<file path="src/pesb_regs.svh">
// Event codes, unit masks and timing counts for the stall and branch event selector
// Notes on behaviour
// - DCH/04 counts load, store, commit-wait stall cycles
// - Load stall from load capacity until load retires
// - Store stall from store capacity until store commits
// - Commit wait while fence holds for older stores
// - DCH/08H counts FP control word stall cycles
// - DCH/10H counts mispredict detect until retire
// - Block micro-op entry during mispredict clear
// - DCH/1FH counts cycles with any stall
// - Decoded-branch event counts each decoded branch
// - E4H counts falsely detected taken branches
// - False branch also raises a resteer
// - E6H counts front-end resteers
// - Each resteer stalls fetch about seven cycles
// - F0/00H counts ascending L2 prefetches
// - F8/00H counts descending L2 prefetches
// - Issued prefetch never cancelled, line filled
// - DCH/01H counts reorder buffer full cycles
// - DCH/02H counts reservation station full cycles
`ifndef PESB_REGS_SVH
`define PESB_REGS_SVH
`define PESB_EV_STALL 8'hdc
`define PESB_EV_DEC_BR 8'he0
`define PESB_EV_FALSE_BR 8'he4
`define PESB_EV_RESTEER 8'he6
`define PESB_EV_PF_UP 8'hf0
`define PESB_EV_PF_DN 8'hf8
`define PESB_UM_NONE 8'h00
`define PESB_UM_ROB 8'h01
`define PESB_UM_RS 8'h02
`define PESB_UM_LDST 8'h04
`define PESB_UM_FPCW 8'h08
`define PESB_UM_BRCLR 8'h10
`define PESB_UM_ANY 8'h1f
`define PESB_RESTEER_CYCLES 7
`endif

</file>
<file path="src/pesb_pkg.sv">
// Types shared by the event selector modules
package pesb_pkg;
  // Clear tracker states
  typedef enum logic [1:0] {
    PESB_CLR_IDLE = 2'b01,
    PESB_CLR_BUSY = 2'b10
  } pesb_clr_e;
  typedef logic [7:0] pesb_code_t;
endpackage

</file>
<file path="src/pesb_cond_if.sv">
// Condition strobes passed from the stall tracker to the selector core
`timescale 1ns/1ns
interface pesb_cond_if;
  logic ld_stall;
  logic st_stall;
  logic commit_wait;
  logic clr_stall;
  modport src (output ld_stall, output st_stall, output commit_wait, output clr_stall);
  modport dst (input ld_stall, input st_stall, input commit_wait, input clr_stall);
endinterface

</file>
<file path="src/pesb_stall_track.sv">
// Tracks load, store, commit-wait and mispredict-clear stall conditions
`timescale 1ns/1ns
`include "pesb_regs.svh"
module pesb_stall_track
  import pesb_pkg::*;
(
  // Clock, reset, enable
  input wire logic clk_i,
  input wire logic rst_b_i,
  input wire logic en_i,
  // Pipeline events
  input wire logic ld_full_i,
  input wire logic ld_retire_i,
  input wire logic st_full_i,
  input wire logic st_commit_i,
  input wire logic fence_wait_i,
  input wire logic mispredict_i,
  input wire logic clr_retired_i,
  // Blocks micro-op entry
  output logic uop_block_o,
  // Conditions out
  pesb_cond_if.src cond
);
  logic ld_stall; // Load limit stall held
  logic st_stall; // Store limit stall held
  pesb_clr_e clr_state; // Mispredict clear tracker
  pesb_clr_e next_clr_state;
  wire logic next_ld_stall;
  wire logic next_st_stall;
  ////////////////////////////////////////////////////////////////////////
  // load stall sets, retire ends
  // Set wins over retire in the same cycle, capacity still reached
  assign next_ld_stall = ld_full_i | (ld_stall & ~ld_retire_i);
  assign next_st_stall = st_full_i | (st_stall & ~st_commit_i);
  // Clear interval tracker
  always_comb begin
    next_clr_state = clr_state;
    unique case (clr_state)
      // Waiting for a detected mispredict
      PESB_CLR_IDLE: begin
        if (mispredict_i) begin
          next_clr_state = PESB_CLR_BUSY;
        end
      end
      // Until branch and older micro-ops retire
      PESB_CLR_BUSY: begin
        if (clr_retired_i & ~mispredict_i) begin
          next_clr_state = PESB_CLR_IDLE;
        end
      end
      default: begin
        next_clr_state = PESB_CLR_IDLE;
      end
    endcase
  end
  // State registers
  always_ff @(posedge clk_i) begin
    if (!rst_b_i) begin
      ld_stall <= 1'b0;
      st_stall <= 1'b0;
      clr_state <= PESB_CLR_IDLE;
    end else if (en_i) begin
      ld_stall <= next_ld_stall;
      st_stall <= next_st_stall;
      clr_state <= next_clr_state;
    end
  end
  ////////////////////////////////////////////////////////////////////////
  // cycles from detection to retire
  assign cond.clr_stall = (clr_state == PESB_CLR_BUSY);
  assign cond.ld_stall = ld_stall;
  assign cond.st_stall = st_stall;
  // commit wait is a live level
  assign cond.commit_wait = fence_wait_i;
  assign uop_block_o = (clr_state == PESB_CLR_BUSY);
endmodule

</file>
<file path="src/pesb_fetch_stall.sv">
// Holds fetch stalled for a fixed number of cycles after each resteer
`timescale 1ns/1ns
`include "pesb_regs.svh"
module pesb_fetch_stall
  import pesb_pkg::*;
#(
  parameter int unsigned STALL_CYCLES = `PESB_RESTEER_CYCLES
) (
  // Clock, reset, enable
  input wire logic clk_i,
  input wire logic rst_b_i,
  input wire logic en_i,
  // Resteer strobe
  input wire logic resteer_i,
  // Fetch stall level
  output logic stall_o
);
  localparam int unsigned CW = $clog2(STALL_CYCLES + 1);
  logic [CW-1:0] remain; // Cycles of stall still owed
  wire logic [CW-1:0] next_remain;
  // Refuse a zero penalty at elaboration; the timer could never stand
  if (STALL_CYCLES < 1) begin : g_bad_cycles
    $error("STALL_CYCLES must be at least one");
  end
  ////////////////////////////////////////////////////////////////////////
  // reload on each resteer
  // A resteer during a stall restarts the full penalty
  assign next_remain = resteer_i ? CW'(STALL_CYCLES) : (remain != '0) ? remain - CW'(1) : remain;
  // Countdown register
  always_ff @(posedge clk_i) begin
    if (!rst_b_i) begin
      remain <= '0;
    end else if (en_i) begin
      remain <= next_remain;
    end
  end
  assign stall_o = (remain != '0);
endmodule

</file>
<file path="src/pesb_top.sv">
// Event selector for one performance counter: stalls, branches, prefetches
`timescale 1ns/1ns
`include "pesb_regs.svh"
module pesb_top
  import pesb_pkg::*;
#(
  parameter int unsigned COUNT_W = 40,
  parameter int unsigned RESTEER_CYCLES = `PESB_RESTEER_CYCLES
) (
  // Clock, reset, enable
  input wire logic clk_i,
  input wire logic rst_b_i,
  input wire logic en_i,
  // Event selection
  input wire logic [7:0] event_code_i,
  input wire logic [7:0] unit_mask_i,
  // Stall sources
  input wire logic rob_full_i,
  input wire logic rs_full_i,
  input wire logic ld_full_i,
  input wire logic ld_retire_i,
  input wire logic st_full_i,
  input wire logic st_commit_i,
  input wire logic fence_wait_i,
  input wire logic fpcw_stall_i,
  input wire logic mispredict_i,
  input wire logic clr_retired_i,
  // Front end events
  input wire logic branch_decoded_i,
  input wire logic false_branch_i,
  input wire logic resteer_i,
  // Data prefetcher requests
  input wire logic pf_up_issue_i,
  input wire logic pf_dn_issue_i,
  // Counter control
  input wire logic count_clear_i,
  // Results
  output logic [COUNT_W-1:0] count_o,
  output logic step_o,
  output logic uop_block_o,
  output logic fetch_stall_o,
  output logic resteer_o,
  output logic pf_up_fill_o,
  output logic pf_dn_fill_o
);
  // Refuse counter widths the logic cannot serve, at elaboration
  if (COUNT_W < 8 || COUNT_W > 64) begin : g_bad_width
    $error("COUNT_W must lie in 8..64");
  end
  ////////////////////////////////////////////////////////////////////////
  // Exact pair compare
  function automatic logic sel_is(input pesb_code_t code, input pesb_code_t mask,
                                  input pesb_code_t want_code, input pesb_code_t want_mask);
    sel_is = (code == want_code) && (mask == want_mask);
  endfunction
  pesb_cond_if cond_bus();
  // Stall tracking
  pesb_stall_track u_track (
    .clk_i(clk_i),
    .rst_b_i(rst_b_i),
    .en_i(en_i),
    .ld_full_i(ld_full_i),
    .ld_retire_i(ld_retire_i),
    .st_full_i(st_full_i),
    .st_commit_i(st_commit_i),
    .fence_wait_i(fence_wait_i),
    .mispredict_i(mispredict_i),
    .clr_retired_i(clr_retired_i),
    .uop_block_o(uop_block_o),
    .cond(cond_bus.src)
  );
  // Resteer sources merge
  wire logic any_resteer;
  assign any_resteer = resteer_i | false_branch_i;
  assign resteer_o = any_resteer;
  // Fetch penalty timer
  pesb_fetch_stall #(.STALL_CYCLES(RESTEER_CYCLES)) u_fetch (
    .clk_i(clk_i),
    .rst_b_i(rst_b_i),
    .en_i(en_i),
    .resteer_i(any_resteer),
    .stall_o(fetch_stall_o)
  );
  ////////////////////////////////////////////////////////////////////////
  // Condition decode
  wire logic ldst_cond;
  wire logic any_stall;
  assign ldst_cond = cond_bus.ld_stall | cond_bus.st_stall | cond_bus.commit_wait;
  assign any_stall = rob_full_i | rs_full_i | ldst_cond | fpcw_stall_i | cond_bus.clr_stall;
  // Selection matches
  wire logic m_rob, m_rs, m_ldst, m_fpcw, m_brclr, m_any;
  wire logic m_dec, m_false, m_rest, m_up, m_dn;
  assign m_rob = sel_is(event_code_i, unit_mask_i, `PESB_EV_STALL, `PESB_UM_ROB);
  assign m_rs = sel_is(event_code_i, unit_mask_i, `PESB_EV_STALL, `PESB_UM_RS);
  assign m_ldst = sel_is(event_code_i, unit_mask_i, `PESB_EV_STALL, `PESB_UM_LDST);
  assign m_fpcw = sel_is(event_code_i, unit_mask_i, `PESB_EV_STALL, `PESB_UM_FPCW);
  assign m_brclr = sel_is(event_code_i, unit_mask_i, `PESB_EV_STALL, `PESB_UM_BRCLR);
  assign m_any = sel_is(event_code_i, unit_mask_i, `PESB_EV_STALL, `PESB_UM_ANY);
  assign m_dec = sel_is(event_code_i, unit_mask_i, `PESB_EV_DEC_BR, `PESB_UM_NONE);
  assign m_false = sel_is(event_code_i, unit_mask_i, `PESB_EV_FALSE_BR, `PESB_UM_NONE);
  assign m_rest = sel_is(event_code_i, unit_mask_i, `PESB_EV_RESTEER, `PESB_UM_NONE);
  assign m_up = sel_is(event_code_i, unit_mask_i, `PESB_EV_PF_UP, `PESB_UM_NONE);
  assign m_dn = sel_is(event_code_i, unit_mask_i, `PESB_EV_PF_DN, `PESB_UM_NONE);
  // Qualified step, one per cycle at most
  wire logic next_step;
  assign next_step = (m_rob & rob_full_i) | (m_rs & rs_full_i) | (m_ldst & ldst_cond)
                   | (m_fpcw & fpcw_stall_i) | (m_brclr & cond_bus.clr_stall) | (m_any & any_stall)
                   | (m_dec & branch_decoded_i) | (m_false & false_branch_i) | (m_rest & any_resteer)
                   | (m_up & pf_up_issue_i) | (m_dn & pf_dn_issue_i);
  ////////////////////////////////////////////////////////////////////////
  // Counter and prefetch fill registers
  logic [COUNT_W-1:0] count;
  logic step;
  logic pf_up_fill;
  logic pf_dn_fill;
  wire logic [COUNT_W-1:0] next_count;
  // Clear wins over a step; software asked for zero
  assign next_count = count_clear_i ? '0 : next_step ? count + COUNT_W'(1) : count;
  // Counter register
  always_ff @(posedge clk_i) begin
    if (!rst_b_i) begin
      count <= '0;
      step <= 1'b0;
    end else if (en_i) begin
      count <= next_count;
      step <= next_step & ~count_clear_i;
    end
  end
  // issued prefetch always fills
  // No cancel input exists, so every issue becomes a fill request
  always_ff @(posedge clk_i) begin
    if (!rst_b_i) begin
      pf_up_fill <= 1'b0;
      pf_dn_fill <= 1'b0;
    end else if (en_i) begin
      pf_up_fill <= pf_up_issue_i;
      pf_dn_fill <= pf_dn_issue_i;
    end
  end
  assign count_o = count;
  assign step_o = step;
  assign pf_up_fill_o = pf_up_fill;
  assign pf_dn_fill_o = pf_dn_fill;
endmodule

</file>
<file path="config.mk">
export PLATFORM = sky130hd
export DESIGN_NAME = pesb_top
export DESIGN_NICKNAME = d
export VERILOG_FILES = /design/src/pesb_pkg.sv /design/src/pesb_cond_if.sv /design/src/pesb_stall_track.sv /design/src/pesb_fetch_stall.sv /design/src/pesb_top.sv
export VERILOG_INCLUDE_DIRS = /design/src
export SDC_FILE = /design/constraint.sdc
export NUM_CORES = 1
export LEC_CHECK = 0
export BUFFER_PORTS_ARGS = -buffer_cell sky130_fd_sc_hd__buf_2
export CAP_MARGIN = 25
export CORE_AREA = 2 2 83 85
export CTS_CLUSTER_DIAMETER = 120
export DETAILED_ROUTE_END_ITERATION = 7
export DIE_AREA = 0 0 85 87
export GPL_TIMING_DRIVEN = 0
export HOLD_SLACK_MARGIN = 0.15
export PLACE_DENSITY = 0.77
export SETUP_SLACK_MARGIN = 0.4
export SYNTH_ARGS = -nofsm -noshare
export SYNTH_HDL_FRONTEND = slang
export SYNTH_HIERARCHICAL = 1
export SYNTH_SLANG_ARGS = --single-unit
</file>
<file path="constraint.sdc">
create_clock -name clk_i -period 3.7 [get_ports clk_i]
set_input_delay 0.555 -clock clk_i [delete_from_list [all_inputs] [get_ports clk_i]]
set_output_delay 0.555 -clock clk_i [all_outputs]
set_load 0.01 [all_outputs]
</file>
# After elaboration in Yosys (flattened, before gate mapping)
# Index checks and enable logic that the tools add are counted.
[totals] inputBits=35 regBits=50 word_cells=89 out_inout_bits=46
[classes] n_eq_ne=16 reduce_logical=18 bitwise=38 n_addsub=2 n_mux=7
[ops] op="40-bit two-way mux" n=2
[ops] op="8-bit == test (second input constant)" n=6
[ops] op="40-bit by 1-bit adder with 40-bit output (second input constant)" n=1
[ops] op="1-bit bitwise OR" n=19
[ops] op="8-bit by 5-bit == test with 1-bit output (second input constant)" n=2
[ops] op="1-bit bitwise AND" n=15
[ops] op="1-bit logical AND" n=11
[ops] op="8-bit by 1-bit == test with 1-bit output (second input constant)" n=1
[ops] op="8-bit by 2-bit == test with 1-bit output (second input constant)" n=1
[ops] op="8-bit by 3-bit == test with 1-bit output (second input constant)" n=1
[ops] op="8-bit by 4-bit == test with 1-bit output (second input constant)" n=1
[ops] op="8-bit zero test" n=1
[ops] op="3-bit two-way mux" n=2
[ops] op="2-bit two-way mux" n=2
[ops] op="1-bit inverter" n=4
[ops] op="2-bit case mux with 2 select lines" n=1
[ops] op="2-bit AND reduction" n=2
[ops] op="2-bit nonzero test" n=2
[ops] op="3-bit AND reduction" n=1
[ops] op="3-bit nonzero test" n=1
[ops] op="3-bit by 1-bit subtractor with 3-bit output (second input constant)" n=1
[ops] op="2-bit by 1-bit == test with 1-bit output (second input constant)" n=1
[ops] op="2-bit == test (second input constant)" n=1
[ops] op="2-bit by 1-bit != test with 1-bit output (second input constant)" n=1
[ops] op="2-bit != test (second input constant)" n=1

# Logic depth before layout (Yosys ltp)
[depth] word_depth=15 ltp_mapped=9 ltp_nobuf=7

# Modules after synthesis
# Netlist, hierarchy kept.
[modules_own_cells] module="pesb_top" instances=1 area_each_um2=2975.4 cells_per_inst=385 seq_area_each_um2=860.8
[modules_own_cells] module="pesb_stall_track" instances=1 area_each_um2=190.2 cells_per_inst=20 seq_area_each_um2=80.1
[modules_own_cells] module="pesb_fetch_stall" instances=1 area_each_um2=178.9 cells_per_inst=18 seq_area_each_um2=60.1

# Worst setup path before layout
# No wires, ideal clock.
[synth_path] path_kind="in2reg" start="in unit_mask_i[1]" end="reg count[9] (netlist: count_o[9])" path_stages=7 setup_time_ps=116 arrival_ps=2415 t_required_ps=3584 path_buffers=1 slack_ps=1169 path_cell_list="or4b_1 o22a_1 a211oi_2 nor3_2 buf_2 o31a_1 a31o_2"
[synth_via] elab_chain_len=15 elab_cells_between_ends=41 cone_classes="6 x eq/ne; 21 x bitwise; 14 x reduce/logical"
[synth_lines] element="from (decl)" line="pesb_top.sv:16" text="input wire logic [7:0] unit_mask_i,"
[synth_lines] element="8-bit by 1-bit == test with 1-bit output or 8-bit by 2-bit == test with 1-bit output (tied branches)" line="pesb_top.sv:54" text="sel_is = (code == want_code) && (mask == want_mask);"
[synth_lines] element="1-bit logical AND" line="pesb_top.sv:54"
[synth_lines] element="1-bit bitwise AND" line="pesb_top.sv:106" text="assign next_step = (m_rob & rob_full_i) | (m_rs & rs_full_i) | (m_ldst & ldst_cond)"
[synth_lines] element="1-bit bitwise OR (2 in a row)" line="pesb_top.sv:106"
[synth_lines] element="1-bit bitwise OR (3 in a row)" line="pesb_top.sv:107" text="| (m_fpcw & fpcw_stall_i) | (m_brclr & cond_bus.clr_stall) | (m_any & any_stall)"
[synth_lines] element="1-bit bitwise OR (3 in a row)" line="pesb_top.sv:108" text="| (m_dec & branch_decoded_i) | (m_false & false_branch_i) | (m_rest & any_resteer)"
[synth_lines] element="1-bit bitwise OR" line="pesb_top.sv:109" text="| (m_up & pf_up_issue_i) | (m_dn & pf_dn_issue_i);"
[synth_lines] element="1-bit bitwise OR (*)" line="pesb_top.sv:109"
[synth_lines] element="2-bit nonzero test (no source line) (*)"
[synth_lines] element="2-bit AND reduction (no source line) (*)"
[synth_lines] element="to (signal assigned)" line="pesb_top.sv:125" text="count <= next_count;"
[synth_lines] element="to (decl)" line="pesb_top.sv:112" text="logic [COUNT_W-1:0] count;"
# Every way passes the cells marked *; elsewhere a longest branch is shown, timed or not.
# A chain may end at the register's enable or synchronous reset.

# Final worst setup path
[layout_path] start="in unit_mask_i[1]" end="reg count[19] (netlist: count_o[19])"
# The elaborated chain is that of the path after synthesis.

==> reports/metrics.yaml <==
outcome: "complete, no violations"
setup_viol: 0
core_area_mm2: 0.00657
mostFrequentLayoutCell: "buf_2"
htree_num_levels: 2
rows: 30
grt_pass1_wl_um: 17000
worstSetupPathType: "in -> reg"
cts-resized-gates: 0
postLayoutCoreUtil: 0.595
nNetsFinal: 546
regArea_mm2: 0.00100
wl_um: 11000
pin_count: 81
vias: 3927
fin_crit_ns: 3.05
clock-sinks: 50
synth-edff-count: 0
fin_skew_ns: 0.0120
multi_input_area_mm2: 0.00216
worst_setup_path_end_kind: "flop"
track_usage: 0.284
finalHoldViolations: 0
max_freq_mhz: 328
chipWidth_um: 85
ys_ff_latch: 50
finalSetupTns_ns: 0
required_ns: 3.88
syn2layout_area_growth_pct: 16.9
drtPass1Iterations: 6
port_buffers: 78
yosys_warnings: 6
hp-class: "reg -> reg"
dieArea_mm2: 0.00740
start_kind: "input port"
seq_area_frac_synth: 0.299
ys_types: 72
irDropWorstVdd_uv: 153
cp_data_arrival_time_ns: 3.23
crit_top_cell: "buf_2"
overflow: 0
drt_iter0_drc: 522
antenna_cells: 0
grt_max_degree: 16
syn_nets: 461
cpPeakStageDelay_ns: 0.95
crit_slowest_cell: "a2111oi_2"
fin_crit_sh: 0.824
power.leakage_nw: 1.50
cts_tree: "yes"
numCtsBuffers: 5
path_clk_slew_ns: 0.09
die_height_um: 87
wl_per_cell_um: 18.8
cts_root_buf: "clkbuf_8"
synthCells: 423
vias_per_cell: 6.68
rsz0062_at_grt: "false"
netlist_area_mm2: 0.00334
drive_above_1_share: 0.217
hold_buffers: 0
antenna_found_initial: 0
dp_hpwl_um: 7630
synth_top_flop_cell: "dfxtp_1"
ant_nets: 0
max_cap_violations: 0
grt_pass1_vias: 3470
cp_max_fo: 10
worstPathCellList: "buf_2, nor4_2, a21oi_1, a2111oi_2, nor3_2, buf_2, buf_2, o2111ai_1, nand3_1"
synth.avg_cell_area_um2: 7.91
postCtsSetupBuffers: 0
initial_utilization: 0.509
ys_async_sr_fraction: 0
finalMaxSlewViolations: 0
tightest_slew_ns: 1.05
place_congestion: 0.938
clock_latency_ns: 0.31
num-fill-cells: 642
drc: 0
max_slew_margin: 0.297
p_per_area_mw_per_mm2: 255
clockBufferDepth: 2
mostFrequentLayoutCells: "buf_2 (80), dfxtp_1 (50), nand2_1 (37)"
flip-flops by register name (all words and copies together) (netlist names):
register               count
count_o                   40
step_o                     1
pf_up_fill_o               1
u_track/clr_state          2
u_track/cond.st_stall      1
u_track/cond.ld_stall      1
pf_dn_fill_o               1
u_fetch/remain             3
through the flow:
| step | setup WS, ns | power, mW | hold slack [ns] | std cells | area [um^2] |
|---|---|---|---|---|---|
| after global routing | 0.566 | 1.03 | 0.509 | 588 | 3910 |
| after floorplan | 1.17 | 0.637 | 0.455 | 423 | 3340 |
| after global placement | 0.387 | 0.689 | 0.472 | 581 | 3830 |
| after CTS | 0.739 | 0.994 | 0.494 | 588 | 3910 |
| final | 0.651 | 0.997 | 0.489 | 588 | 3910 |
| after detailed placement | 0.425 | 0.693 | 0.481 | 581 | 3830 |
worst max-delay path, delay by kind of cell:
family          cells  cell delay, ns
simple gates        3            0.71
buf+inv             3            0.66
compound gates      3            1.30
cell usage after synthesis, types with 3 or more instances:
cell,n,area [um^2]
nand3b_1,5,37.5
nand2_1,37,139
a41oi_1,5,43.8
dfxtp_1,50,1000
a32oi_1,3,26.3
or4_1,4,30.0
inv_1,12,45.0
a2bb2oi_1,3,26.3
ha_1,3,37.5
nand2b_1,7,43.8
nor4_1,11,68.8
nand4_1,13,81.3
a31oi_1,4,25.0
mux2i_1,7,70.1
o31ai_1,9,67.6
o21a_1,9,67.6
buf_4,4,30.0
a221oi_1,3,26.3
o21ai_0,9,45.0
and2_1,6,37.5
and3_1,13,81.3
nor2_1,27,101
nor2b_1,11,68.8
nand3_1,30,150
a31o_2,5,43.8
nand4b_1,3,26.3
o311ai_0,7,61.3
clkbuf_1,22,82.6
a21oi_1,21,105
o211ai_1,5,37.5
or3_1,11,68.8
o2111ai_1,5,43.8
nor3_1,9,45.0
cells by family after synthesis:
group	count (synthesis)	synth area share
compound gates	117	0.267
mux	7	0.0210
simple gates	203	0.346
fa+ha+maj	3	0.0112
buf+inv	43	0.0557
flops	50	0.299
power breakdown:
group | switching (mW) | internal [mW] | total [mW]
combinational | 0.0847 | 0.0473 | 0.132
clock | 0.182 | 0.131 | 0.313
sequential | 0.00587 | 0.546 | 0.552
total | 0.272 | 0.724 | 0.997
final cells by class:
class	count	share of cell area
plain buffers	30	0.0352
flip-flops and latches	50	0.256
clock buffers	7	0.0195
well taps	80	0.0256
repair buffers	78	0.0998
inverters	13	0.0125
multi-input cells	330	0.552
layer usage:
metal	track usage	part of all wire
met2	0.447	0.46
met4	0.0981	0.024
met3	0.0540	0.10
met5	0	0
met1	0.391	0.41
final timing paths:
| path | start | endpoint | slack [ns] | depth (start not counted) |
|---|---|---|---|---|
| setup / recovery | unit_mask_i[1] | count_o[19] | 0.65 | 9 |
| hold / removal | u_fetch/remain[2] | u_fetch/remain[2] | 0.49 | 2 |
| hold reg to reg | u_fetch/remain[2] | u_fetch/remain[2] | 0.49 | 2 |
| setup reg to reg | count_o[10] | count_o[32] | 0.81 | 6 |
Power figures use the tool's default switching activity.
